File: src/common/zcb_params.svh
`ifndef ZCB_PARAMS_SVH
`define ZCB_PARAMS_SVH

// Instruction word width and opcode values (upper six bits)
`define ZCB_IW              32
`define ZCB_OPC_REG         6'h27
`define ZCB_OPC_IMM         6'h2F

// Condition codes held in the four bits after the delay flag
`define ZCB_CC_EQ           4'h0
`define ZCB_CC_GE           4'h5
`define ZCB_CC_GT           4'h4

// Field positions, counted from bit 0 at the word's most significant end
`define ZCB_DOC_DELAY_POS   6
`define ZCB_DOC_CMP_POS     11
`define ZCB_DOC_OFF_POS     16
`define ZCB_DELAY_BIT       (31 - `ZCB_DOC_DELAY_POS)
`define ZCB_CC_MSB          (`ZCB_DELAY_BIT - 1)
`define ZCB_CMP_MSB         (31 - `ZCB_DOC_CMP_POS)
`define ZCB_OFF_MSB         (31 - `ZCB_DOC_OFF_POS)
`define ZCB_IMM_W           16

// Sequential step and cycle costs
`define ZCB_PC_STEP         32'h0000_0004
`define ZCB_COST_FALSE      4'h1
`define ZCB_COST_PRED_OK    4'h1
`define ZCB_COST_SLOT       4'h2
`define ZCB_COST_NOSLOT     4'h3
`define ZCB_COST_SLOT_A2    4'h6
`define ZCB_COST_NOSLOT_A2  4'h7
`define ZCB_COST_MISS_A0    4'h3
`define ZCB_COST_MISS_A2    4'h7
`define ZCB_COST_MMU_EXTRA  4'h2
`define ZCB_AREA_FULL       2'h2
`define ZCB_MMU_THRESHOLD   2'h1

// Register offsets (byte addresses) and field positions
`define ZCB_REG_CTRL        12'h000
`define ZCB_REG_STATUS      12'h004
`define ZCB_REG_TARGET      12'h008
`define ZCB_REG_COUNT       12'h00C
`define ZCB_CTRL_AREA_LSB   0
`define ZCB_CTRL_MMU_LSB    4
`define ZCB_ST_BUSY         0
`define ZCB_ST_TAKEN        1
`define ZCB_ST_DELAY        2
`define ZCB_ST_MISS         3
`define ZCB_ST_UNSUP        4
`define ZCB_ST_COST_LSB     8

`endif

File: src/common/zcb_pkg.sv
package zcb_pkg;

    // Decoded branch operation
    typedef enum logic [1:0] {
        ZCB_OP_NONE,
        ZCB_OP_EQ,
        ZCB_OP_GE,
        ZCB_OP_GT
    } zcb_op_t;

    // Sequencer states
    typedef enum logic {
        ZCB_IDLE,
        ZCB_EXEC
    } zcb_fsm_t;

    // One instruction offered for execution
    typedef struct packed {
        logic        valid;
        logic [31:0] instr;
        logic [31:0] pc;
        logic [31:0] cmp_val;
        logic [31:0] off_val;
        logic        prefix_valid;
        logic [15:0] prefix_hi;
        logic        pred_valid;
        logic        pred_taken;
    } zcb_issue_t;

    // Outcome of one branch
    typedef struct packed {
        logic        valid;
        logic        taken;
        logic        delay;
        logic        slot_keep;
        logic        slot_flush;
        logic        unsupported;
        logic        mispredict;
        logic        imm_form;
        zcb_op_t     op;
        logic [4:0]  cmp_index;
        logic [4:0]  off_index;
        logic [3:0]  cost;
        logic [31:0] next_pc;
    } zcb_result_t;

    // APB request from the master
    typedef struct packed {
        logic        psel;
        logic        penable;
        logic        pwrite;
        logic [11:0] paddr;
        logic [31:0] pwdata;
    } zcb_apb_req_t;

    // APB answer to the master
    typedef struct packed {
        logic        pready;
        logic [31:0] prdata;
        logic        pslverr;
    } zcb_apb_rsp_t;

    // Whole state of the branch unit
    typedef struct packed {
        zcb_fsm_t     fsm;
        logic         ready;
        logic [3:0]   cnt;
        logic [1:0]   area;
        logic [1:0]   mmu;
        zcb_result_t  res;
        logic [31:0]  cap_pc;
        logic [31:0]  cap_cmp;
        logic [31:0]  cap_off;
        logic [31:0]  taken_cnt;
        zcb_apb_rsp_t apb;
    } zcb_state_t;

endpackage

File: src/core/zcb_cond_eval.sv
`include "zcb_params.svh"

// Pure decode, condition test and target arithmetic
module zcb_cond_eval (
    // Instruction and operands
    input  logic [31:0]      instr,
    input  logic [31:0]      pc,
    input  logic [31:0]      cmp_val,
    input  logic [31:0]      off_val,
    input  logic             prefix_valid,
    input  logic [15:0]      prefix_hi,
    // Decoded view
    output zcb_pkg::zcb_op_t op,
    output logic             delay,
    output logic             imm_form,
    output logic [4:0]       cmp_index,
    output logic [4:0]       off_index,
    // Outcome
    output logic             taken,
    output logic [31:0]      offset,
    output logic [31:0]      next_pc
);

    logic [3:0] cc;     // Condition code field
    logic       is_reg; // Register-offset opcode
    logic       is_imm; // Immediate-offset opcode

    // Decode opcode and fields
    always_comb begin
        is_reg    = (instr[31:26] == `ZCB_OPC_REG) && (instr[10:0] == 11'h000);
        is_imm    = (instr[31:26] == `ZCB_OPC_IMM);
        cc        = instr[`ZCB_CC_MSB -: 4];
        // RL9 delay and fields
        delay     = instr[`ZCB_DELAY_BIT];
        cmp_index = instr[`ZCB_CMP_MSB -: 5];
        off_index = instr[`ZCB_OFF_MSB -: 5];
        imm_form  = is_imm;
        op        = zcb_pkg::ZCB_OP_NONE;
        if (is_reg || is_imm) begin
            case (cc)
                `ZCB_CC_EQ: op = zcb_pkg::ZCB_OP_EQ;
                `ZCB_CC_GE: op = zcb_pkg::ZCB_OP_GE;
                // Greater-than is only handled in register form here
                `ZCB_CC_GT: op = is_reg ? zcb_pkg::ZCB_OP_GT : zcb_pkg::ZCB_OP_NONE;
                default:    op = zcb_pkg::ZCB_OP_NONE;
            endcase
        end
    end

    // Condition test on the compare source
    always_comb begin
        case (op)
            // RL1 exact zero test
            zcb_pkg::ZCB_OP_EQ: taken = (cmp_val == 32'h0000_0000);
            // RL2 RL18 signed non-negative
            zcb_pkg::ZCB_OP_GE: taken = ($signed(cmp_val) >= 0);
            // RL3 RL18 signed positive
            zcb_pkg::ZCB_OP_GT: taken = ($signed(cmp_val) > 0);
            default:            taken = 1'b0;
        endcase
    end

    // Offset selection and next program counter
    always_comb begin
        if (!imm_form) begin
            // RL4 full register offset
            offset = off_val;
        end else if (prefix_valid) begin
            // RL17 prefix gives full offset
            offset = {prefix_hi, instr[`ZCB_IMM_W-1:0]};
        end else begin
            // RL5 sign-extended literal
            offset = {{16{instr[`ZCB_IMM_W-1]}}, instr[`ZCB_IMM_W-1:0]};
        end
        // RL6 sequential step otherwise
        next_pc = taken ? (pc + offset) : (pc + `ZCB_PC_STEP);
    end

endmodule

File: src/core/zcb_branch_unit.sv
// Function
// RL1 - Equal branch taken only on zero
// RL2 - Greater-or-equal taken when source non-negative
// RL3 - Greater-than register form needs positive source
// RL4 - Register form target: pc plus register
// RL5 - Immediate form target: pc plus sign-extended literal
// RL6 - False condition steps pc by four
// RL7 - Delay flag lets following instruction complete
// RL8 - No delay flag: target runs next
// RL9 - Delay bit 6, fields at 11, 16
// RL10 - False condition costs one cycle
// RL11 - Taken with slot costs two cycles
// RL12 - Taken without slot costs three cycles
// RL13 - Full area level costs six or seven
// RL14 - Full area with MMU above one adds two
// RL15 - Correct immediate prediction costs one cycle
// RL16 - Immediate mispredict costs three or seven
// RL17 - Prefix makes immediate offset full width
// RL18 - Compare source is signed two's complement
// RL19 - Only program counter changes, nothing else
//
// The APB interface to the registers and the placing of the registers are this design's own decisions.
`include "zcb_params.svh"

module zcb_branch_unit #(
    parameter logic [1:0] AREA_LEVEL = 2'h0,  // Reset area optimisation level
    parameter logic [1:0] MMU_CONFIG = 2'h0   // Reset memory management config
) (
    // Clock and reset
    input  logic                 clk,
    input  logic                 reset,
    // Instruction issue
    input  zcb_pkg::zcb_issue_t  issue,
    output logic                 issue_ready,
    // Branch outcome
    output zcb_pkg::zcb_result_t res,
    // Register bus
    input  zcb_pkg::zcb_apb_req_t apb_req,
    output zcb_pkg::zcb_apb_rsp_t apb_rsp
);

    zcb_pkg::zcb_state_t s_r;    // Registered state
    zcb_pkg::zcb_state_t s_nxt;  // Next state

    zcb_pkg::zcb_op_t    dec_op;       // Decoded operation
    logic                dec_delay;    // Delay flag
    logic                dec_imm;      // Immediate form
    logic [4:0]          dec_cmp_idx;  // Compare source index
    logic [4:0]          dec_off_idx;  // Offset source index
    logic                dec_taken;    // Condition outcome
    logic [31:0]         dec_offset;   // Effective offset
    logic [31:0]         dec_next_pc;  // Next pc
    logic                accept;       // Issue taken this cycle
    logic                pred_used;    // Prediction applies
    logic                miss;         // Prediction was wrong
    logic [3:0]          cost;         // Cycles for this branch
    logic                apb_done;     // Access phase completes

    // Cycle cost of one branch
    function automatic logic [3:0] branch_cost(
        input logic       taken,
        input logic       delay,
        input logic       pred_on,
        input logic       pred_ok,
        input logic [1:0] area,
        input logic [1:0] mmu
    );
        logic [3:0] base;
        logic       full;
        full = (area == `ZCB_AREA_FULL);
        base = `ZCB_COST_FALSE;
        if (pred_on && pred_ok) begin
            // RL15 correct prediction
            return `ZCB_COST_PRED_OK;
        end else if (pred_on) begin
            // RL16 mispredict penalty
            base = full ? `ZCB_COST_MISS_A2 : `ZCB_COST_MISS_A0;
        end else if (!taken) begin
            // RL10 false costs one
            return `ZCB_COST_FALSE;
        end else if (full) begin
            // RL13 full area costs
            base = delay ? `ZCB_COST_SLOT_A2 : `ZCB_COST_NOSLOT_A2;
        end else begin
            // RL11 RL12 taken costs
            base = delay ? `ZCB_COST_SLOT : `ZCB_COST_NOSLOT;
        end
        // RL14 memory management extra
        if (full && (mmu > `ZCB_MMU_THRESHOLD)) begin
            base = base + `ZCB_COST_MMU_EXTRA;
        end
        return base;
    endfunction

    // Register read mux
    function automatic logic [31:0] reg_read(
        input zcb_pkg::zcb_state_t st,
        input logic [11:0]         addr
    );
        logic [31:0] d;
        d = 32'h0000_0000;
        case (addr)
            `ZCB_REG_CTRL: begin
                d[`ZCB_CTRL_AREA_LSB +: 2] = st.area;
                d[`ZCB_CTRL_MMU_LSB +: 2]  = st.mmu;
            end
            `ZCB_REG_STATUS: begin
                d[`ZCB_ST_BUSY]          = (st.fsm == zcb_pkg::ZCB_EXEC);
                d[`ZCB_ST_TAKEN]         = st.res.taken;
                d[`ZCB_ST_DELAY]         = st.res.delay;
                d[`ZCB_ST_MISS]          = st.res.mispredict;
                d[`ZCB_ST_UNSUP]         = st.res.unsupported;
                d[`ZCB_ST_COST_LSB +: 4] = st.res.cost;
            end
            `ZCB_REG_TARGET: d = st.res.next_pc;
            `ZCB_REG_COUNT:  d = st.taken_cnt;
            default:         d = 32'h0000_0000;
        endcase
        return d;
    endfunction

    // Decode and arithmetic
    zcb_cond_eval u_eval (
        .instr        (issue.instr),
        .pc           (issue.pc),
        .cmp_val      (issue.cmp_val),
        .off_val      (issue.off_val),
        .prefix_valid (issue.prefix_valid),
        .prefix_hi    (issue.prefix_hi),
        .op           (dec_op),
        .delay        (dec_delay),
        .imm_form     (dec_imm),
        .cmp_index    (dec_cmp_idx),
        .off_index    (dec_off_idx),
        .taken        (dec_taken),
        .offset       (dec_offset),
        .next_pc      (dec_next_pc)
    );

    // Issue handshake and cost terms
    always_comb begin
        accept    = issue.valid && s_r.ready;
        pred_used = dec_imm && issue.pred_valid && (dec_op != zcb_pkg::ZCB_OP_NONE);
        miss      = pred_used && (issue.pred_taken != dec_taken);
        cost      = branch_cost(dec_taken, dec_delay, pred_used, !miss, s_r.area, s_r.mmu);
        apb_done  = apb_req.psel && apb_req.penable && s_r.apb.pready;
    end

    // Next-state logic
    always_comb begin
        s_nxt           = s_r;
        s_nxt.res.valid = 1'b0;
        s_nxt.apb       = '0;
        // Setup phase prepares a zero-wait answer
        if (apb_req.psel && !apb_req.penable) begin
            s_nxt.apb.pready  = 1'b1;
            s_nxt.apb.prdata  = reg_read(s_r, apb_req.paddr);
            s_nxt.apb.pslverr = !(apb_req.paddr == `ZCB_REG_CTRL || apb_req.paddr == `ZCB_REG_STATUS ||
                                  apb_req.paddr == `ZCB_REG_TARGET || apb_req.paddr == `ZCB_REG_COUNT);
        end
        // Writes land only at the completing edge
        if (apb_done && apb_req.pwrite && apb_req.paddr == `ZCB_REG_CTRL) begin
            s_nxt.area = apb_req.pwdata[`ZCB_CTRL_AREA_LSB +: 2];
            s_nxt.mmu  = apb_req.pwdata[`ZCB_CTRL_MMU_LSB +: 2];
        end
        case (s_r.fsm)
            zcb_pkg::ZCB_IDLE: begin
                if (accept) begin
                    // Capture outcome; it is released after its cost
                    s_nxt.cap_pc          = issue.pc;
                    s_nxt.cap_cmp         = issue.cmp_val;
                    s_nxt.cap_off         = dec_offset;
                    s_nxt.res.op          = dec_op;
                    s_nxt.res.imm_form    = dec_imm;
                    s_nxt.res.delay       = dec_delay;
                    s_nxt.res.cmp_index   = dec_cmp_idx;
                    s_nxt.res.off_index   = dec_off_idx;
                    s_nxt.res.unsupported = (dec_op == zcb_pkg::ZCB_OP_NONE);
                    s_nxt.res.taken       = dec_taken;
                    s_nxt.res.mispredict  = miss;
                    s_nxt.res.next_pc     = dec_next_pc;
                    // RL7 slot instruction completes
                    s_nxt.res.slot_keep   = dec_taken && dec_delay;
                    // RL8 following instruction squashed
                    s_nxt.res.slot_flush  = dec_taken && !dec_delay;
                    s_nxt.res.cost        = cost;
                    s_nxt.cnt             = cost - 4'h1;
                    if (cost == 4'h1) begin
                        // Single-cycle outcome, stay ready
                        s_nxt.res.valid = 1'b1;
                        s_nxt.taken_cnt = s_r.taken_cnt + {31'h0000_0000, dec_taken};
                    end else begin
                        // Longer cost stalls the issue port
                        s_nxt.ready = 1'b0;
                        s_nxt.fsm   = zcb_pkg::ZCB_EXEC;
                    end
                end
            end
            zcb_pkg::ZCB_EXEC: begin
                s_nxt.cnt = s_r.cnt - 4'h1;
                if (s_r.cnt == 4'h1) begin
                    s_nxt.res.valid = 1'b1;
                    s_nxt.taken_cnt = s_r.taken_cnt + {31'h0000_0000, s_r.res.taken};
                    s_nxt.ready     = 1'b1;
                    s_nxt.fsm       = zcb_pkg::ZCB_IDLE;
                end
            end
            default: begin
                s_nxt.fsm   = zcb_pkg::ZCB_IDLE;
                s_nxt.ready = 1'b1;
            end
        endcase
    end

    // State register
    always_ff @(posedge clk or posedge reset) begin
        if (reset) begin
            s_r       <= '0;
            s_r.fsm   <= zcb_pkg::ZCB_IDLE;
            s_r.ready <= 1'b1;
            s_r.area  <= AREA_LEVEL;
            s_r.mmu   <= MMU_CONFIG;
        end else begin
            s_r <= s_nxt;
        end
    end

    // RL19 no register writeback
    // The unit owns no register or flag write port; only issue_ready, the outcome in res, next_pc included, and the APB answer leave it
    always_comb begin
        issue_ready = s_r.ready;
        res         = s_r.res;
        apb_rsp     = s_r.apb;
    end

    // Checks on each released outcome
    property p_eq_zero;
        @(posedge clk) disable iff (reset)
        (s_r.res.valid && s_r.res.op == zcb_pkg::ZCB_OP_EQ) |-> (s_r.res.taken == (s_r.cap_cmp == 32'h0));
    endproperty
    a_eq_zero: assert property (p_eq_zero) else $error("equal branch outcome wrong"); // RL1

    property p_ge_zero;
        @(posedge clk) disable iff (reset)
        (s_r.res.valid && s_r.res.op == zcb_pkg::ZCB_OP_GE) |-> (s_r.res.taken == !s_r.cap_cmp[31]);
    endproperty
    a_ge_zero: assert property (p_ge_zero) else $error("greater-or-equal outcome wrong"); // RL2

    property p_gt_zero;
        @(posedge clk) disable iff (reset)
        (s_r.res.valid && s_r.res.op == zcb_pkg::ZCB_OP_GT)
            |-> (s_r.res.taken == (!s_r.cap_cmp[31] && s_r.cap_cmp != 32'h0));
    endproperty
    a_gt_zero: assert property (p_gt_zero) else $error("greater-than outcome wrong"); // RL3

    property p_taken_target;
        @(posedge clk) disable iff (reset)
        (s_r.res.valid && s_r.res.taken) |-> (s_r.res.next_pc == s_r.cap_pc + s_r.cap_off);
    endproperty
    a_taken_target: assert property (p_taken_target) else $error("taken target wrong"); // RL4

    property p_seq_step;
        @(posedge clk) disable iff (reset)
        (s_r.res.valid && !s_r.res.taken) |-> (s_r.res.next_pc == s_r.cap_pc + 32'h4);
    endproperty
    a_seq_step: assert property (p_seq_step) else $error("sequential pc wrong"); // RL6

    property p_slot;
        @(posedge clk) disable iff (reset)
        s_r.res.valid |-> (s_r.res.slot_keep == (s_r.res.taken && s_r.res.delay)) &&
                          (s_r.res.slot_flush == (s_r.res.taken && !s_r.res.delay));
    endproperty
    a_slot: assert property (p_slot) else $error("delay slot handling wrong"); // RL7

    property p_false_cost;
        @(posedge clk) disable iff (reset)
        (accept && !dec_taken && !pred_used) |=> (s_r.res.valid && s_r.res.cost == 4'h1);
    endproperty
    a_false_cost: assert property (p_false_cost) else $error("false branch not one cycle"); // RL10

    property p_slot_cost;
        @(posedge clk) disable iff (reset)
        (accept && dec_taken && dec_delay && !pred_used && s_r.area != 2'h2)
            |=> !s_r.res.valid ##1 s_r.res.valid;
    endproperty
    a_slot_cost: assert property (p_slot_cost) else $error("slot branch not two cycles"); // RL11

    property p_noslot_cost;
        @(posedge clk) disable iff (reset)
        (accept && dec_taken && !dec_delay && !pred_used && s_r.area != 2'h2)
            |=> !s_r.res.valid [*2] ##1 s_r.res.valid;
    endproperty
    a_noslot_cost: assert property (p_noslot_cost) else $error("no-slot branch not three cycles"); // RL12

    property p_full_area_cost;
        @(posedge clk) disable iff (reset)
        (s_r.res.valid && s_r.res.taken && !s_r.res.imm_form && s_r.area == 2'h2 && s_r.mmu <= 2'h1)
            |-> (s_r.res.cost == (s_r.res.delay ? 4'h6 : 4'h7));
    endproperty
    a_full_area_cost: assert property (p_full_area_cost) else $error("full area cost wrong"); // RL13

    property p_pred_ok;
        @(posedge clk) disable iff (reset)
        (accept && pred_used && !miss) |=> (s_r.res.valid && s_r.res.cost == 4'h1);
    endproperty
    a_pred_ok: assert property (p_pred_ok) else $error("predicted branch not one cycle"); // RL15

endmodule

File: config.mk
export PLATFORM = sky130hd
export DESIGN_NAME = zcb_branch_unit
export DESIGN_NICKNAME = d
export VERILOG_FILES = /design/src/common/zcb_pkg.sv /design/src/core/zcb_cond_eval.sv /design/src/core/zcb_branch_unit.sv
export VERILOG_INCLUDE_DIRS = /design/src /design/src/common
export SDC_FILE = /design/constraint.sdc
export NUM_CORES = 1
export LEC_CHECK = 0
export BUFFER_PORTS_ARGS = -buffer_cell sky130_fd_sc_hd__buf_2
export CAP_MARGIN = 30
export CORE_ASPECT_RATIO = 1.1
export CORE_MARGIN = 2
export CORE_UTILIZATION = 54
export DETAILED_ROUTE_END_ITERATION = 10
export HOLD_SLACK_MARGIN = 0.08
export PLACE_DENSITY = 0.82
export SKIP_LAST_GASP = 1
export SLEW_MARGIN = 20
export SYNTH_ARGS = -nofsm -noshare
export SYNTH_HDL_FRONTEND = slang
export SYNTH_HIERARCHICAL = 1
export SYNTH_SLANG_ARGS = --single-unit
File: constraint.sdc
create_clock -name clk -period 5.29 [get_ports clk]
set_input_delay 0.529 -clock clk [delete_from_list [all_inputs] [get_ports clk]]
set_output_delay 0.529 -clock clk [all_outputs]
set_load 0.03 [all_outputs]
==> metrics.txt <==
largest net degree at the start of global routing=slightly below 70; Post-Route WL=roughly 31 mm; remaining antenna violation count after routing=0; crit start category=primary input; met2 WL=around 15 mm; Layout area overhead=12.29%; antenna violations before repair=3; core area=0.01910 mm2; Skew-Pair Late Insertion Delay=0.42 ns; total track usage=29.77%; CTS tree=done; crit share post-route=between 80% and 90%; Worst Path Max Fanout=14; FILL cells=~1700; PD cells=~270 mW/mm2; Slew HR=45.05%; port bufs=approximately 260; DP HPWL=about 23 mm; TNS Setup=0 ns; Worst Max-Slew Pin Slew=0.8243 ns; htree depth=4; class of the worst hold path=in2async; RSZ-0062 raised after global routing=no; total CTS buffers=17; syn_nets=~1500; Final Critical Period=4.387 ns; Crit. End Element=flip-flop; vias post-DR=about 10000; DP Area=between 0.01 and 0.015 mm2; post-cts resize count=0; worst vdd ir=~0.15 mV; die width=~140 um; hold buffer count at cts=0; Post-Syn Area=approximately 0.011 mm2; M1 WL=12.49 mm; Die Area=approximately 0.02 mm2; P_leak=between 5 and 6 nW; NumNets Final=between 1500 and 2000; Root Driver=clkbuf_16; max_cap viols=0; Data arrival, critical path=approximately 4.7 ns; Via density=approximately 6; Worst Path Class, Setup=in2reg; Non-Filler Instances=1684; Die Ht=~150 um; placer congestion estimate=roughly 0.9; first-pass GRT wire length=just under 50 mm; outcome=completed; clk slew on worst S/H paths=approximately 0.06 ns; layout cell share with drive strength beyond 1=roughly a quarter; top layer in use=met4; vias in the first global route=approximately 9400; placed insts=1648; first-pass iteration count of the detailed router=8; Post-Syn Instances=between 1000 and 1500; clock sink count=between 100 and 150; Design Area, Final=between 0.01 and 0.015 mm2; Max clock buf depth=2; Worst EP required=5.65 ns; Final Max Tran Viols=0; total grt overflow=0; wire length per cell=between 15 and 20 um; Post-CTS Setup Inserts=0; starting density of the core=between 50% and 60%; Final Util=61.76%; # IOs=roughly 290; Synth Area per Inst=~8.1 um2; Setup-failing EPs final=0; Post-route DRC=0; Synth Warn #=6; drt initial violations=828; Final Hold Viols=0; Std-Cell Rows=53; WL met3=about 2.3 mm; Fmax=between 0.2 and 0.25 GHz; Final Skew=0.009588 ns
routing by layer:
layer,GRT usage [%],vias up
li1,-,4753
met1,38.93,4685
met2,49.78,482
met3,4.815,70
met4,10.52,0
met5,0,-
power by group:
group	switching (W)	internal (W)
combinational	0.000416	0.000280
clock	0.000494	0.000659
sequential	0.000169	0.00112
layout make-up:
cell class | instances | area, um2 | share of cell area [%]
repair buffers | 275 | 1435 | 12.17
flip-flops and latches | 132 | 3304 | 28.02
diodes | 3 | 7.507 | 0.06365
inverters | 29 | 111.4 | 0.9441
clock inverters | 15 | 147.6 | 1.252
well taps | 247 | 309.0 | 2.620
clock buffers | 17 | 425.4 | 3.607
multi-input cells | 966 | 6055 | 51.33
through the flow:
| step | hold slack (ns) | worst slack, ns | total power [W] |
|---|---|---|---|
| 2_1_floorplan | 0.4400 | 1.237 | 0.001782 |
| 3_3_place_gp | 0.4493 | 0.7618 | 0.001964 |
| 3_5_place_dp | 0.4505 | 0.6147 | 0.001981 |
| 4_1_cts | 0.1245 | 1.053 | 0.003126 |
| 5_1_grt | 0.1484 | 0.7009 | 0.003272 |
| 6_report | 0.1149 | 0.9033 | 0.003136 |
final timing paths:
kind / from / endpoint / slack, ns / cells past startpoint
worst max-delay path: issue[145] / s_r[41] / 0.90 / 14
worst min-delay path: reset / apb_rsp[10] / 0.11 / 2
worst max register to register: s_r[227] / s_r[41] / 2.34 / 7
worst min register to register: res[51] / res[51] / 0.46 / 2
max in group asynchronous: reset / res[29] / 3.98 / 3
min in group clk: issue[131] / res[41] / 0.29 / 3
state kept, by name, summed over array words and instances, names as in the netlist:
| register | count |
|---|---|
| issue_ready | 1 |
| res | 56 |
| s_r | 41 |
| apb_rsp | 34 |
layout by cell type, fill, tap and decap left out, drive strengths merged, types with 7 or more instances in the layout:
| master | count |
|---|---|
| buf | 275 |
| nand2 | 255 |
| dfrtp | 131 |
| nor2 | 78 |
| o21ai | 75 |
| a21oi | 72 |
| xnor2 | 45 |
| ha | 45 |
| nand3 | 42 |
| xor2 | 36 |
| inv | 35 |
| a22oi | 32 |
| mux2 | 25 |
| nor4 | 25 |
| nand4 | 24 |
| clkbuf | 17 |
| nor3 | 17 |
| a21o | 15 |
| a211oi | 14 |
| and4 | 13 |
| a31oi | 12 |
| and3 | 10 |
| o211ai | 10 |
| o31ai | 9 |
| nor2b | 8 |
| nand2b | 8 |
| o221ai | 8 |
| mux2i | 7 |
| and2 | 7 |
worst max-delay path, stage by stage:
cell and delay, ns:
buf_2 0.09, and4b_1 0.27, nand3_1 0.44, inv_1 0.40, o2111ai_1 0.18, xnor2_1 0.61
nand2_1 0.22, inv_1 0.10, ha_1 0.18, nor3b_1 0.07, nor2b_1 0.20, a21o_1 0.56
nand2_1 0.47, o2bb2a_1 0.42
No activity file was read; power rests on OpenSTA's default activity.
